### src/inc/hdc_map.svh
`ifndef HDC_MAP_SVH
`define HDC_MAP_SVH
// ----------------------------------------------------------------
// mode field and option encodings
// ----------------------------------------------------------------
`define HDC_MODE_DIAG   2'h2
`define HDC_MODE_CAL    2'h3
`define HDC_CAL_TRIG    2'h3
`define HDC_TRIG_PULSE  2'h0
`define HDC_TRIG_LEVEL  2'h1
// ----------------------------------------------------------------
// reset values
// ----------------------------------------------------------------
`define HDC_Z_RST       8'h00
`define HDC_BEMF_RST    8'h00
`define HDC_COMP_RST    8'h00
`define HDC_PER_RST     10'h000
// ----------------------------------------------------------------
// timing
// ----------------------------------------------------------------
`define HDC_CLK_MHZ      125
`define HDC_CYC_PER_MS   (`HDC_CLK_MHZ * 1000)
`define HDC_CAL_T0_MS    250
`define HDC_CAL_T1_MS    500
`define HDC_CAL_T2_MS    1000
`define HDC_DIAG_WAVE_MS 20
`endif

### src/inc/hdc_pkg.sv
`default_nettype none
package hdc_pkg;
  // one-hot engine states
  typedef enum logic [3:0] {
    HDC_IDLE  = 4'h1,
    HDC_ZMEAS = 4'h2,
    HDC_DWAVE = 4'h4,
    HDC_CRUN  = 4'h8
  } hdc_state_e;

  // host configuration bits
  typedef struct packed {
    logic       act_erm;         // actuator_type_select: 1 = eccentric mass
    logic       open_loop;
    logic [1:0] mode;
    logic [1:0] cal_time;
    logic [1:0] trigger_pin_function;
    logic [7:0] rated_voltage;
    logic [7:0] overdrive_limit;
    logic [9:0] open_loop_resonant_period;
    logic [2:0] brake_factor;
    logic [1:0] loop_gain;
  } hdc_cfg_s;

  // results written back by calibration
  typedef struct packed {
    logic [7:0] bemf_gain;
    logic [7:0] comp;
    logic [9:0] lra_period;
  } hdc_cal_res_s;

  // analog front end reports (same clock)
  typedef struct packed {
    logic       z_done;
    logic [7:0] z_value;
    logic       short_det;
    logic       open_det;
    logic       bemf_valid;
    logic [7:0] bemf_level;
    logic [9:0] period_meas;
  } hdc_afe_s;

  // whole state of the control engine
  typedef struct packed {
    hdc_state_e   state;
    logic         launch;
    logic         fault;
    logic [7:0]   zimp;
    hdc_cal_res_s res;
    logic         cal_valid;
    logic         auto_level;
    logic         freq_track;
    logic         standby;
    logic [9:0]   ol_period;
    logic [7:0]   peak;
    logic         bemf_seen;
    logic         trig_q;
    logic         tload;
    logic         tabort;
    logic [31:0]  tval;
  } hdc_ctrl_st_s;
endpackage
`default_nettype wire

### src/hw/hdc_ctrl.sv
`include "hdc_map.svh"
`default_nettype none
// Summary of operation
// - calibrated closed loop regulates level; linear type also tracks frequency
// - diagnostic sets fault flag when actuator cannot be driven properly
// - undervoltage or overtemperature aborts routine, overcurrent only after measurement; sets fault flag
// - diagnostic measures impedance first, then plays functional waveform
// - overtemperature or undervoltage in measurement aborts at once to standby
// - measurement phase ignores overcurrent; overcurrent there never sets fault flag
// - waveform phase flags short, open or missing back-EMF
// - calibration end overwrites result registers; the period register only for linear type
// - eccentric type ignores linear-only parameters
// - duration field: 250 ms, 500 ms, 1 s, or trigger length
// - trigger length: start on first trigger, stop trigger ends and writes
// - launch bit or trigger pin start and stop calibration
// - launch bit starts calibration; device clears it at completion
// - calibration settings kept in standby or shutdown
module hdc_ctrl import hdc_pkg::*; #(
  parameter logic [31:0] CAL_CYC0  = 32'(`HDC_CAL_T0_MS * `HDC_CYC_PER_MS),
  parameter logic [31:0] CAL_CYC1  = 32'(`HDC_CAL_T1_MS * `HDC_CYC_PER_MS),
  parameter logic [31:0] CAL_CYC2  = 32'(`HDC_CAL_T2_MS * `HDC_CYC_PER_MS),
  parameter logic [31:0] DIAG_CYC  = 32'(`HDC_DIAG_WAVE_MS * `HDC_CYC_PER_MS)
) (
  // clock and reset
  input  wire logic         clk,
  input  wire logic         reset,
  // pins
  input  wire logic         shutdown_n_pin,
  input  wire logic         trig_pin,
  input  wire logic         undervoltage_lockout,
  input  wire logic         over_temp,
  input  wire logic         over_current,
  // host configuration and launch bit write
  input  wire hdc_cfg_s     cfg,
  input  wire logic         launch_wr,
  input  wire logic         launch_wdata,
  // analog front end
  input  wire hdc_afe_s     afe,
  // status
  output logic              launch_bit,
  output logic              fault_result_flag,
  output logic [7:0]        measured_impedance,
  output hdc_cal_res_s      cal_res,
  output logic              cal_valid,
  output hdc_state_e        engine_state,
  output logic              standby,
  // loop control
  output logic              auto_level,
  output logic              freq_track,
  output logic [9:0]        ol_period
);
  // ----------------------------------------------------------------
  // pin synchronisers and timer
  // ----------------------------------------------------------------
  logic [4:0] pin_s;
  logic       sd_ok;
  logic       trig_s;
  logic       uv_s;
  logic       ot_s;
  logic       oc_s;
  logic       t_done;

  hdc_sync #(.W(5)) u_sync (
    .clk      (clk),
    .reset    (reset),
    .async_in ({shutdown_n_pin, trig_pin, undervoltage_lockout, over_temp,
                over_current}),
    .sync_out (pin_s)
  );

  assign {sd_ok, trig_s, uv_s, ot_s, oc_s} = pin_s;

  hdc_ctrl_st_s st_r;
  hdc_ctrl_st_s st_nxt;

  hdc_timer u_timer (
    .clk      (clk),
    .reset    (reset),
    .load     (st_r.tload),
    .abort    (st_r.tabort),
    .load_val (st_r.tval),
    .done     (t_done)
  );

  // ----------------------------------------------------------------
  // trigger decode
  // ----------------------------------------------------------------
  logic pin_rise;
  logic pin_fall;
  logic start_ev;
  logic stop_ev;
  logic trig_mode;
  logic [31:0] cal_cyc;

  // pin acts only when its function is a trigger
  always_comb begin
    pin_rise = trig_s && !st_r.trig_q;
    pin_fall = !trig_s && st_r.trig_q;
    trig_mode = (cfg.cal_time == `HDC_CAL_TRIG);
    start_ev = launch_wr && launch_wdata;
    stop_ev = launch_wr && !launch_wdata;
    case (cfg.trigger_pin_function)
      `HDC_TRIG_PULSE: begin
        start_ev = start_ev || pin_rise;
        stop_ev  = stop_ev || pin_rise;
      end
      `HDC_TRIG_LEVEL: begin
        start_ev = start_ev || pin_rise;
        stop_ev  = stop_ev || pin_fall;
      end
      default: begin
      end
    endcase
    case (cfg.cal_time)
      2'h0:    cal_cyc = CAL_CYC0;
      2'h1:    cal_cyc = CAL_CYC1;
      default: cal_cyc = CAL_CYC2;
    endcase
  end

  // ----------------------------------------------------------------
  // engine next state
  // ----------------------------------------------------------------
  always_comb begin
    st_nxt        = st_r;
    st_nxt.trig_q = trig_s;
    st_nxt.tload  = 1'b0;
    st_nxt.tabort = 1'b0;
    case (st_r.state)
      HDC_IDLE: begin
        if (!sd_ok) begin
          st_nxt.launch = 1'b0;
        end else if (start_ev && cfg.mode == `HDC_MODE_DIAG) begin
          st_nxt.state  = HDC_ZMEAS;
          st_nxt.launch = 1'b1;
          st_nxt.fault  = 1'b0;
        end else if (start_ev && cfg.mode == `HDC_MODE_CAL) begin
          st_nxt.state     = HDC_CRUN;
          st_nxt.launch    = 1'b1;
          st_nxt.fault     = 1'b0;
          st_nxt.peak      = `HDC_BEMF_RST;
          st_nxt.tload     = !trig_mode;
          st_nxt.tval      = cal_cyc;
        end else if (launch_wr) begin
          st_nxt.launch = launch_wdata;
        end
      end
      HDC_ZMEAS: begin
        if (!sd_ok || uv_s || ot_s) begin
          st_nxt.state  = HDC_IDLE;
          st_nxt.launch = 1'b0;
          st_nxt.fault  = sd_ok;
        end else if (afe.z_done) begin
          st_nxt.zimp      = afe.z_value;
          st_nxt.state     = HDC_DWAVE;
          st_nxt.bemf_seen = 1'b0;
          st_nxt.tload     = 1'b1;
          st_nxt.tval      = DIAG_CYC;
        end
      end
      HDC_DWAVE: begin
        if (afe.bemf_valid) begin
          st_nxt.bemf_seen = 1'b1;
        end
        if (afe.short_det || afe.open_det) begin
          st_nxt.fault = 1'b1;
        end
        if (!sd_ok || uv_s || ot_s || oc_s) begin
          st_nxt.state  = HDC_IDLE;
          st_nxt.launch = 1'b0;
          st_nxt.fault  = sd_ok;
          st_nxt.tabort = 1'b1;
        end else if (t_done) begin
          st_nxt.state  = HDC_IDLE;
          st_nxt.launch = 1'b0;
          if (!st_r.bemf_seen && !afe.bemf_valid) begin
            st_nxt.fault = 1'b1;
          end
        end
      end
      HDC_CRUN: begin
        if (afe.bemf_level > st_r.peak) begin
          st_nxt.peak = afe.bemf_level;
        end
        if (!sd_ok || uv_s || ot_s || oc_s) begin
          st_nxt.state  = HDC_IDLE;
          st_nxt.launch = 1'b0;
          st_nxt.fault  = sd_ok;
          st_nxt.tabort = 1'b1;
        end else if (trig_mode ? stop_ev : t_done) begin
          st_nxt.state          = HDC_IDLE;
          st_nxt.launch         = 1'b0;
          st_nxt.cal_valid      = 1'b1;
          st_nxt.res.bemf_gain  = (afe.bemf_level > st_r.peak) ?
                                  afe.bemf_level : st_r.peak;
          st_nxt.res.comp       = cfg.rated_voltage;
          if (!cfg.act_erm) begin
            st_nxt.res.lra_period = afe.period_meas;
          end
        end
      end
      default: begin
        st_nxt.state  = HDC_IDLE;
        st_nxt.launch = 1'b0;
      end
    endcase
    // closed loop regulation after calibration, frequency for linear type
    st_nxt.auto_level = st_r.cal_valid && !cfg.open_loop;
    st_nxt.freq_track = st_r.cal_valid && !cfg.open_loop && !cfg.act_erm;
    st_nxt.ol_period  = cfg.act_erm ? `HDC_PER_RST : cfg.open_loop_resonant_period;
    st_nxt.standby    = (st_nxt.state == HDC_IDLE);
  end

  // registers; calibration results survive shutdown, only reset clears them
  always_ff @(posedge clk) begin
    if (reset) begin
      st_r           <= '0;
      st_r.state     <= HDC_IDLE;
      st_r.standby   <= 1'b1;
      st_r.zimp      <= `HDC_Z_RST;
      st_r.res       <= {`HDC_BEMF_RST, `HDC_COMP_RST, `HDC_PER_RST};
    end else begin
      st_r <= st_nxt;
    end
  end

  // outputs straight from the state register
  assign launch_bit         = st_r.launch;
  assign fault_result_flag  = st_r.fault;
  assign measured_impedance = st_r.zimp;
  assign cal_res            = st_r.res;
  assign cal_valid          = st_r.cal_valid;
  assign engine_state       = st_r.state;
  assign standby            = st_r.standby;
  assign auto_level         = st_r.auto_level;
  assign freq_track         = st_r.freq_track;
  assign ol_period          = st_r.ol_period;

  logic in_z;
  logic in_w;
  logic in_c;
  assign in_z = (st_r.state == HDC_ZMEAS);
  assign in_w = (st_r.state == HDC_DWAVE);
  assign in_c = (st_r.state == HDC_CRUN);
endmodule
`default_nettype wire

### src/hw/hdc_sync.sv
`default_nettype none
module hdc_sync #(
  parameter int W = 1
) (
  // clock and reset
  input  wire logic         clk,
  input  wire logic         reset,
  // asynchronous levels in, synchronised levels out
  input  wire logic [W-1:0] async_in,
  output logic      [W-1:0] sync_out
);
  typedef struct packed {
    logic [W-1:0] s1;
    logic [W-1:0] s2;
  } hdc_sync_st_s;

  hdc_sync_st_s st_r;
  hdc_sync_st_s st_nxt;

  // two flops per bit; only the second stage is read outside
  always_comb begin
    st_nxt    = st_r;
    st_nxt.s1 = async_in;
    st_nxt.s2 = st_r.s1;
  end

  always_ff @(posedge clk) begin
    if (reset) begin
      st_r <= '0;
    end else begin
      st_r <= st_nxt;
    end
  end

  assign sync_out = st_r.s2;
endmodule
`default_nettype wire

### src/hw/hdc_timer.sv
`default_nettype none
module hdc_timer (
  // clock and reset
  input  wire logic        clk,
  input  wire logic        reset,
  // control
  input  wire logic        load,
  input  wire logic        abort,
  input  wire logic [31:0] load_val,
  // one-cycle pulse when the count runs out
  output logic             done
);
  typedef struct packed {
    logic [31:0] cnt;
    logic        run;
    logic        done;
  } hdc_timer_st_s;

  hdc_timer_st_s st_r;
  hdc_timer_st_s st_nxt;

  // down counter, done pulses load_val cycles after load
  always_comb begin
    st_nxt      = st_r;
    st_nxt.done = 1'b0;
    if (abort) begin
      st_nxt.run = 1'b0;
    end else if (load) begin
      st_nxt.cnt = load_val;
      st_nxt.run = 1'b1;
    end else if (st_r.run) begin
      if (st_r.cnt <= 32'h0000_0001) begin
        st_nxt.run  = 1'b0;
        st_nxt.done = 1'b1;
      end else begin
        st_nxt.cnt = st_r.cnt - 32'h0000_0001;
      end
    end
  end

  always_ff @(posedge clk) begin
    if (reset) begin
      st_r <= '0;
    end else begin
      st_r <= st_nxt;
    end
  end

  assign done = st_r.done;
endmodule
`default_nettype wire

### config.mk
export PLATFORM = sky130hd
export DESIGN_NAME = hdc_ctrl
export DESIGN_NICKNAME = d
export VERILOG_FILES = /design/src/inc/hdc_pkg.sv /design/src/hw/hdc_ctrl.sv /design/src/hw/hdc_sync.sv /design/src/hw/hdc_timer.sv
export VERILOG_INCLUDE_DIRS = /design/src /design/src/inc
export SDC_FILE = /design/constraint.sdc
export NUM_CORES = 1
export LEC_CHECK = 0
export BUFFER_PORTS_ARGS = -buffer_cell sky130_fd_sc_hd__buf_2
export CORE_UTILIZATION = 50
export CTS_BUF_LIST = sky130_fd_sc_hd__clkbuf_4 sky130_fd_sc_hd__clkbuf_8
export CTS_CLUSTER_SIZE = 25
export DETAILED_ROUTE_END_ITERATION = 10
export PLACE_DENSITY = 0.74
export SYNTH_ARGS = -nofsm -noshare
export SYNTH_HDL_FRONTEND = slang
export SYNTH_SLANG_ARGS = --single-unit
### constraint.sdc
create_clock -name clk -period 3.7 [get_ports clk]
set_input_delay 0.185 -clock clk [delete_from_list [all_inputs] [get_ports clk]]
set_output_delay 0.185 -clock clk [all_outputs]
set_load 0.01 [all_outputs]
### Word level (Yosys, flattened, before mapping)

Cells that the tools add are included.

| word-level totals | value |
|---|---|
| memories | 0 |
| bits in writable memories | 0 |
| bits in registers | 142 |
| input port bits | 78 |
| memory bits (read-only) | 0 |
| bits in latches | 0 |

| operators by class | value |
|---|---|
| reductions and logical operators | 47 |
| bitwise operators | 6 |
| shift-type cells | 0 |
| divide/modulo/power cells | 0 |
| order comparisons | 2 |
| add/sub/neg operators | 1 |
| eq/ne operators | 23 |
| $mul | 0 |
| multiplexer cells | 50 |

Operators with widths:

| kind | count |
|---|---|
| 32-bit 2-to-1 mux | 6 |
| 32-bit case mux with 2 select lines | 1 |
| 27-bit case mux with 2 select lines | 1 |
| 34-bit 2-to-1 mux | 1 |
| 33-bit 2-to-1 mux | 1 |
| 32-bit by 1-bit <= comparator with 1-bit output, second input constant | 1 |
| 8-bit 2-to-1 mux | 4 |
| 32-bit by 1-bit subtractor with 32-bit output, second input constant | 1 |
| 5-bit case mux with 4 select lines | 1 |
| 1-bit 2-to-1 mux | 19 |
| 6-bit 2-to-1 mux | 3 |
| 4-bit 2-to-1 mux | 4 |
| 8-bit case mux with 2 select lines | 1 |
| 4-bit AND reduction | 4 |
| 2-bit inequality test, second input constant | 6 |
| 5-bit 2-to-1 mux | 2 |
| 2-bit OR reduction | 5 |
| 1-bit logical AND | 9 |
| 1-bit zero test | 9 |
| 3-bit AND reduction | 3 |
| 4-bit by 1-bit equality test with 1-bit output, second input constant | 2 |
| 8-bit > comparator | 1 |
| 2-bit nonzero test | 4 |
| 1-bit logical OR | 7 |
| 18 further kinds | 33 |

### Longest topological paths before layout

| depth | value |
|---|---|
| word-level depth | 10 |
| gate-level depth with buffers | 11 |

### By module

A second synthesis with hierarchy kept.

| second synthesis, totals | value |
|---|---|
| cell total of the unflattened synthesis | 737 |
| area, all modules | 6485.0 µm² |

Modules (own cells, without submodules):

| module | cells an instance | area an instance (µm²) | seq. area each (µm²) | instances |
|---|---|---|---|---|
| hdc_ctrl | 418 | 3804.9 | 1541.5 | 1 |
| hdc_timer | 299 | 2417.3 | 680.7 | 1 |
| hdc_sync | 20 | 262.8 | 200.2 | 1 |

### Worst setup path after synthesis

OpenSTA, ideal clock, no wires.

| path | value |
|---|---|
| path type | register to register |
| start | reg u_timer.st_r[28] in the netlist's numbering |
| end | reg u_timer.st_r[22] in the netlist's numbering |
| data arrival time | 2.297 ns |
| slack | 1.276 ns |
| path buffers | 1 |
| clock period less this slack | 2.424 ns |
| required time | 3.572 ns |
| setup time | 0.128 ns |
| cell stages (with the launch flop) | 8 |
| cells stage by stage | dfxtp_1 -> or4_1 -> or4_1 -> or3_4 -> o21a_1 -> buf_2 -> a21oi_1 -> nor2_1 |

| between the ends | value |
|---|---|
| longest elaborated chain between the ends | 3 |

RTL lines:

| what | RTL line | source |
|---|---|---|
| start: declaration | hdc_timer.sv:19 | `hdc_timer_st_s st_r;` |
| start signal: assignment | hdc_timer.sv:45 | `st_r <= st_nxt;` |
| 32-bit by 1-bit <= comparator with 1-bit output | hdc_timer.sv:32 | `if (st_r.cnt <= 32'h0000_0001) begin` |
| 2-bit inequality test (no source line) | n/a |  |
| 3-bit AND reduction (no source line) | n/a |  |

Every way passes these cells.
A chain may end at the register's enable or synchronous reset.

### Worst setup path in the final report

| path | value |
|---|---|
| start | reg u_timer.st_r[28] in the netlist's numbering |
| end | reg u_timer.st_r[18] in the netlist's numbering |

Same word-level chain as after synthesis.

==> results.json <==
{
  "drtIter0Drc": 368,
  "grt_use_total": 0.2494,
  "clockBufferDepth": 2,
  "portBuffers": 118,
  "post-cts-setup-buffers": 0,
  "dr.pass1.iters": 8,
  "synthFlopType": "dfxtp_1",
  "wl_per_cell_microns": 15.56,
  "path_class": "reg -> reg",
  "clk_latency_ps": 440,
  "synth_area_sq_mm": 0.006012,
  "die_h_microns": 111.7,
  "synth_top_cell_by_area": "dfxtp_1",
  "clkTransAtPathRegs_ps": 60,
  "setup_viol": 0,
  "h-tree-depth": 4,
  "route.met3.wl_microns": 1033,
  "netlist_instances": 725,
  "synthArstFlopShare": 0,
  "highest_layer": "met4",
  "cp.required_ps": 4020,
  "ir_drop_mv": 0.2600,
  "synth_compound_area_frac": 0.2152,
  "ys_seq_elements": 121,
  "status": "complete, but fails checks",
  "grt_overflow_total": 0,
  "routabilityCongestion": 0.8791,
  "critical_path.max_fanout": 38,
  "die_x_microns": 111.7,
  "max_freq_ghz": 0.3557,
  "io_pins": 132,
  "grt_pass1_wl_microns": 25080,
  "p_leak_nw": 2.891,
  "cp-end-kind": "flip-flop",
  "fin_area_sq_mm": 0.007053,
  "cap_violations": 0,
  "drc": 7,
  "synth_warnings": 0,
  "worstPathArrival_ps": 3140,
  "rsz0062_at_grt": "false",
  "viasPerCell": 5.832,
  "fin_crit_ps": 2812,
  "synth-simple-area-share": 0.2360,
  "numCtsBuffers": 17,
  "drt_wl_total_microns": 15160,
  "core_area_sq_mm": 0.01156,
  "grt_pass1_vias": 5347,
  "seqCellArea_sq_mm": 0.002422,
  "ant_nets": 0,
  "relSlewSlack": 0.2329,
  "synthAdderAreaFrac": 0.02081,
  "p_per_area_mw_per_mm2": 366.0,
  "die_area_sq_mm": 0.01247,
  "initial_utilization": 0.5199,
  "met2_wirelength_microns": 7274,
  "placement.cell_area_sq_mm": 0.006276,
  "grt_max_degree": 58,
  "cts_tree": "yes",
  "seq_area_frac_synth": 0.4029,
  "failed_checks": "design-rule violations",
  "synth_top_family_by_area": "simple AND/OR/NAND/NOR gates",
  "timing.final.crit_share": 0.7599,
  "rows": 39,
  "synth_cell_type_count": 67,
  "post-dp-hpwl_microns": 10110,
  "finalClockSkew_ps": 10.50,
  "ys_top_cells_by_area": "dfxtp_1 (40%), a21oi_1 (6.0%), buf_4 (6.0%)",
  "syn_nets": 813,
  "tns_ps": 0,
  "multi_input_area_sq_mm": 0.002975,
  "diodes": 0,
  "synthXorXnorAreaFrac": 0.004370,
  "drt-met1-wl_microns": 6649,
  "hold_path_class": "in -> reg",
  "antenna_found_initial": 0,
  "muxShareOfSynthArea": 0.01852,
  "hold_viol": 0,
  "numClockSinks": 121,
  "synth_edf_count": 0,
  "syn-mean-instance-area_sq_um": 8.292,
  "vias": 5680,
  "clockRootBuffer": "clkbuf_8",
  "drive_above_1_share": 0.2286,
  "yosys.area.top_type_share": 0.4029,
  "slew_viol_final": 0,
  "tightest_slew_ps": 1135,
  "syn_to_final_growth_pct": 17.32,
  "num-nets-final": 909,
  "n_fill_cell": 1019,
  "worst_setup_path_start_kind": "flip-flop"
}
stage by stage:
step                      power (mW)  worst slack [ps]  instances    util  hold WS [ps]
after global placement         1.471             932.2        904  0.5427         363.5
after floorplan                1.417              1276        725       -         256.6
after CTS                      2.601             892.1        974  0.6099         7.274
after global routing           2.676             713.6        974  0.6099         9.161
final                          2.581             888.4        974  0.6099         19.09
after detailed placement       1.474             904.3        904  0.5427         361.1
placed cells by master, fill, tap and decap left out, types with 10 or more instances in the layout:
cell type      count
buf_2            118
dlygate4sd3_1     41
mux2i_1           10
o21ai_0           36
o31ai_1           11
and2_1            19
a21oi_1           72
nor3_1            18
nand2_1           79
clkbuf_8          21
nor2_1            63
ha_1              10
dfxtp_1          121
inv_1             15
nand4_1           13
a31oi_1           10
nor2b_1           15
registers in the layout, summed over array words and instances, names as in the netlist, 4 cells and up:
register,cells
u_timer.st_r,33
cal_res,26
st_r,23
ol_period,10
measured_impedance,8
u_sync.st_nxt,5
u_sync.sync_out,5
engine_state,4
synth_stat cells (11+ instances only):
cell and instances:
a21oi_1 72, nand4_1 13, nor2_1 63, nor2b_1 15, inv_1 15, dfxtp_1 121
o31ai_1 11, clkbuf_1 33, nand2_1 79, and2_1 19, buf_4 48, nor3_1 18
o21ai_0 36
area by class of cell:
| cell class | count | area share |
|---|---|---|
| multi-input cells | 500 | 0.4219 |
| flip-flops and latches | 121 | 0.3434 |
| repair buffers | 166 | 0.1494 |
| clock buffers | 26 | 0.04630 |
| well taps | 143 | 0.02537 |
| inverters | 15 | 0.007983 |
| clock inverters | 3 | 0.005677 |
worst paths after layout:
check,from,end,slack [ps],cells past startpoint
worst max-delay path,u_timer.st_r[28],u_timer.st_r[18],890,7
worst min-delay path,afe[9],cal_res[9],20,3
worst max register to register,u_timer.st_r[28],u_timer.st_r[18],890,7
worst min register to register,u_sync.st_nxt[0],u_sync.sync_out[0],440,1
report_power, final:
group	leakage (nW)	switching, mW	total [mW]	internal [mW]
Sequential	0.978	0.00496	1.32	1.31
Combinational	1.72	0.0863	0.165	0.0782
Clock	0.196	0.472	1.10	0.626
metal layers:
layer,GRT usage,up-vias
met3,0.05988,17
met1,0.3104,2677
met4,0.08018,0
met5,0,-
met2,0.4236,232
li1,-,2754
worst max-delay path: stages, from the launching register on:
cell and delay (ps):
dfxtp_1 370, or4_1 590, or4_1 550, or3_4 360, o21ai_2 130, buf_4 370
nor3_1 90, a31o_2 230
cells by family after synthesis:
kind of cell,Yosys count
XOR/XNOR,3
flip-flops,121
buffers and inverters,104
multiplexers,11
adder cells (fa/ha/maj),10
AND/OR/NAND/NOR,275
AO/OA/AOI/OAI,201
timing repair:
item	CTS	global route
gates resized for setup	0	0
hold endpoints to repair	41	0
hold buffers	41	0
Power figures use the tool's default switching activity.
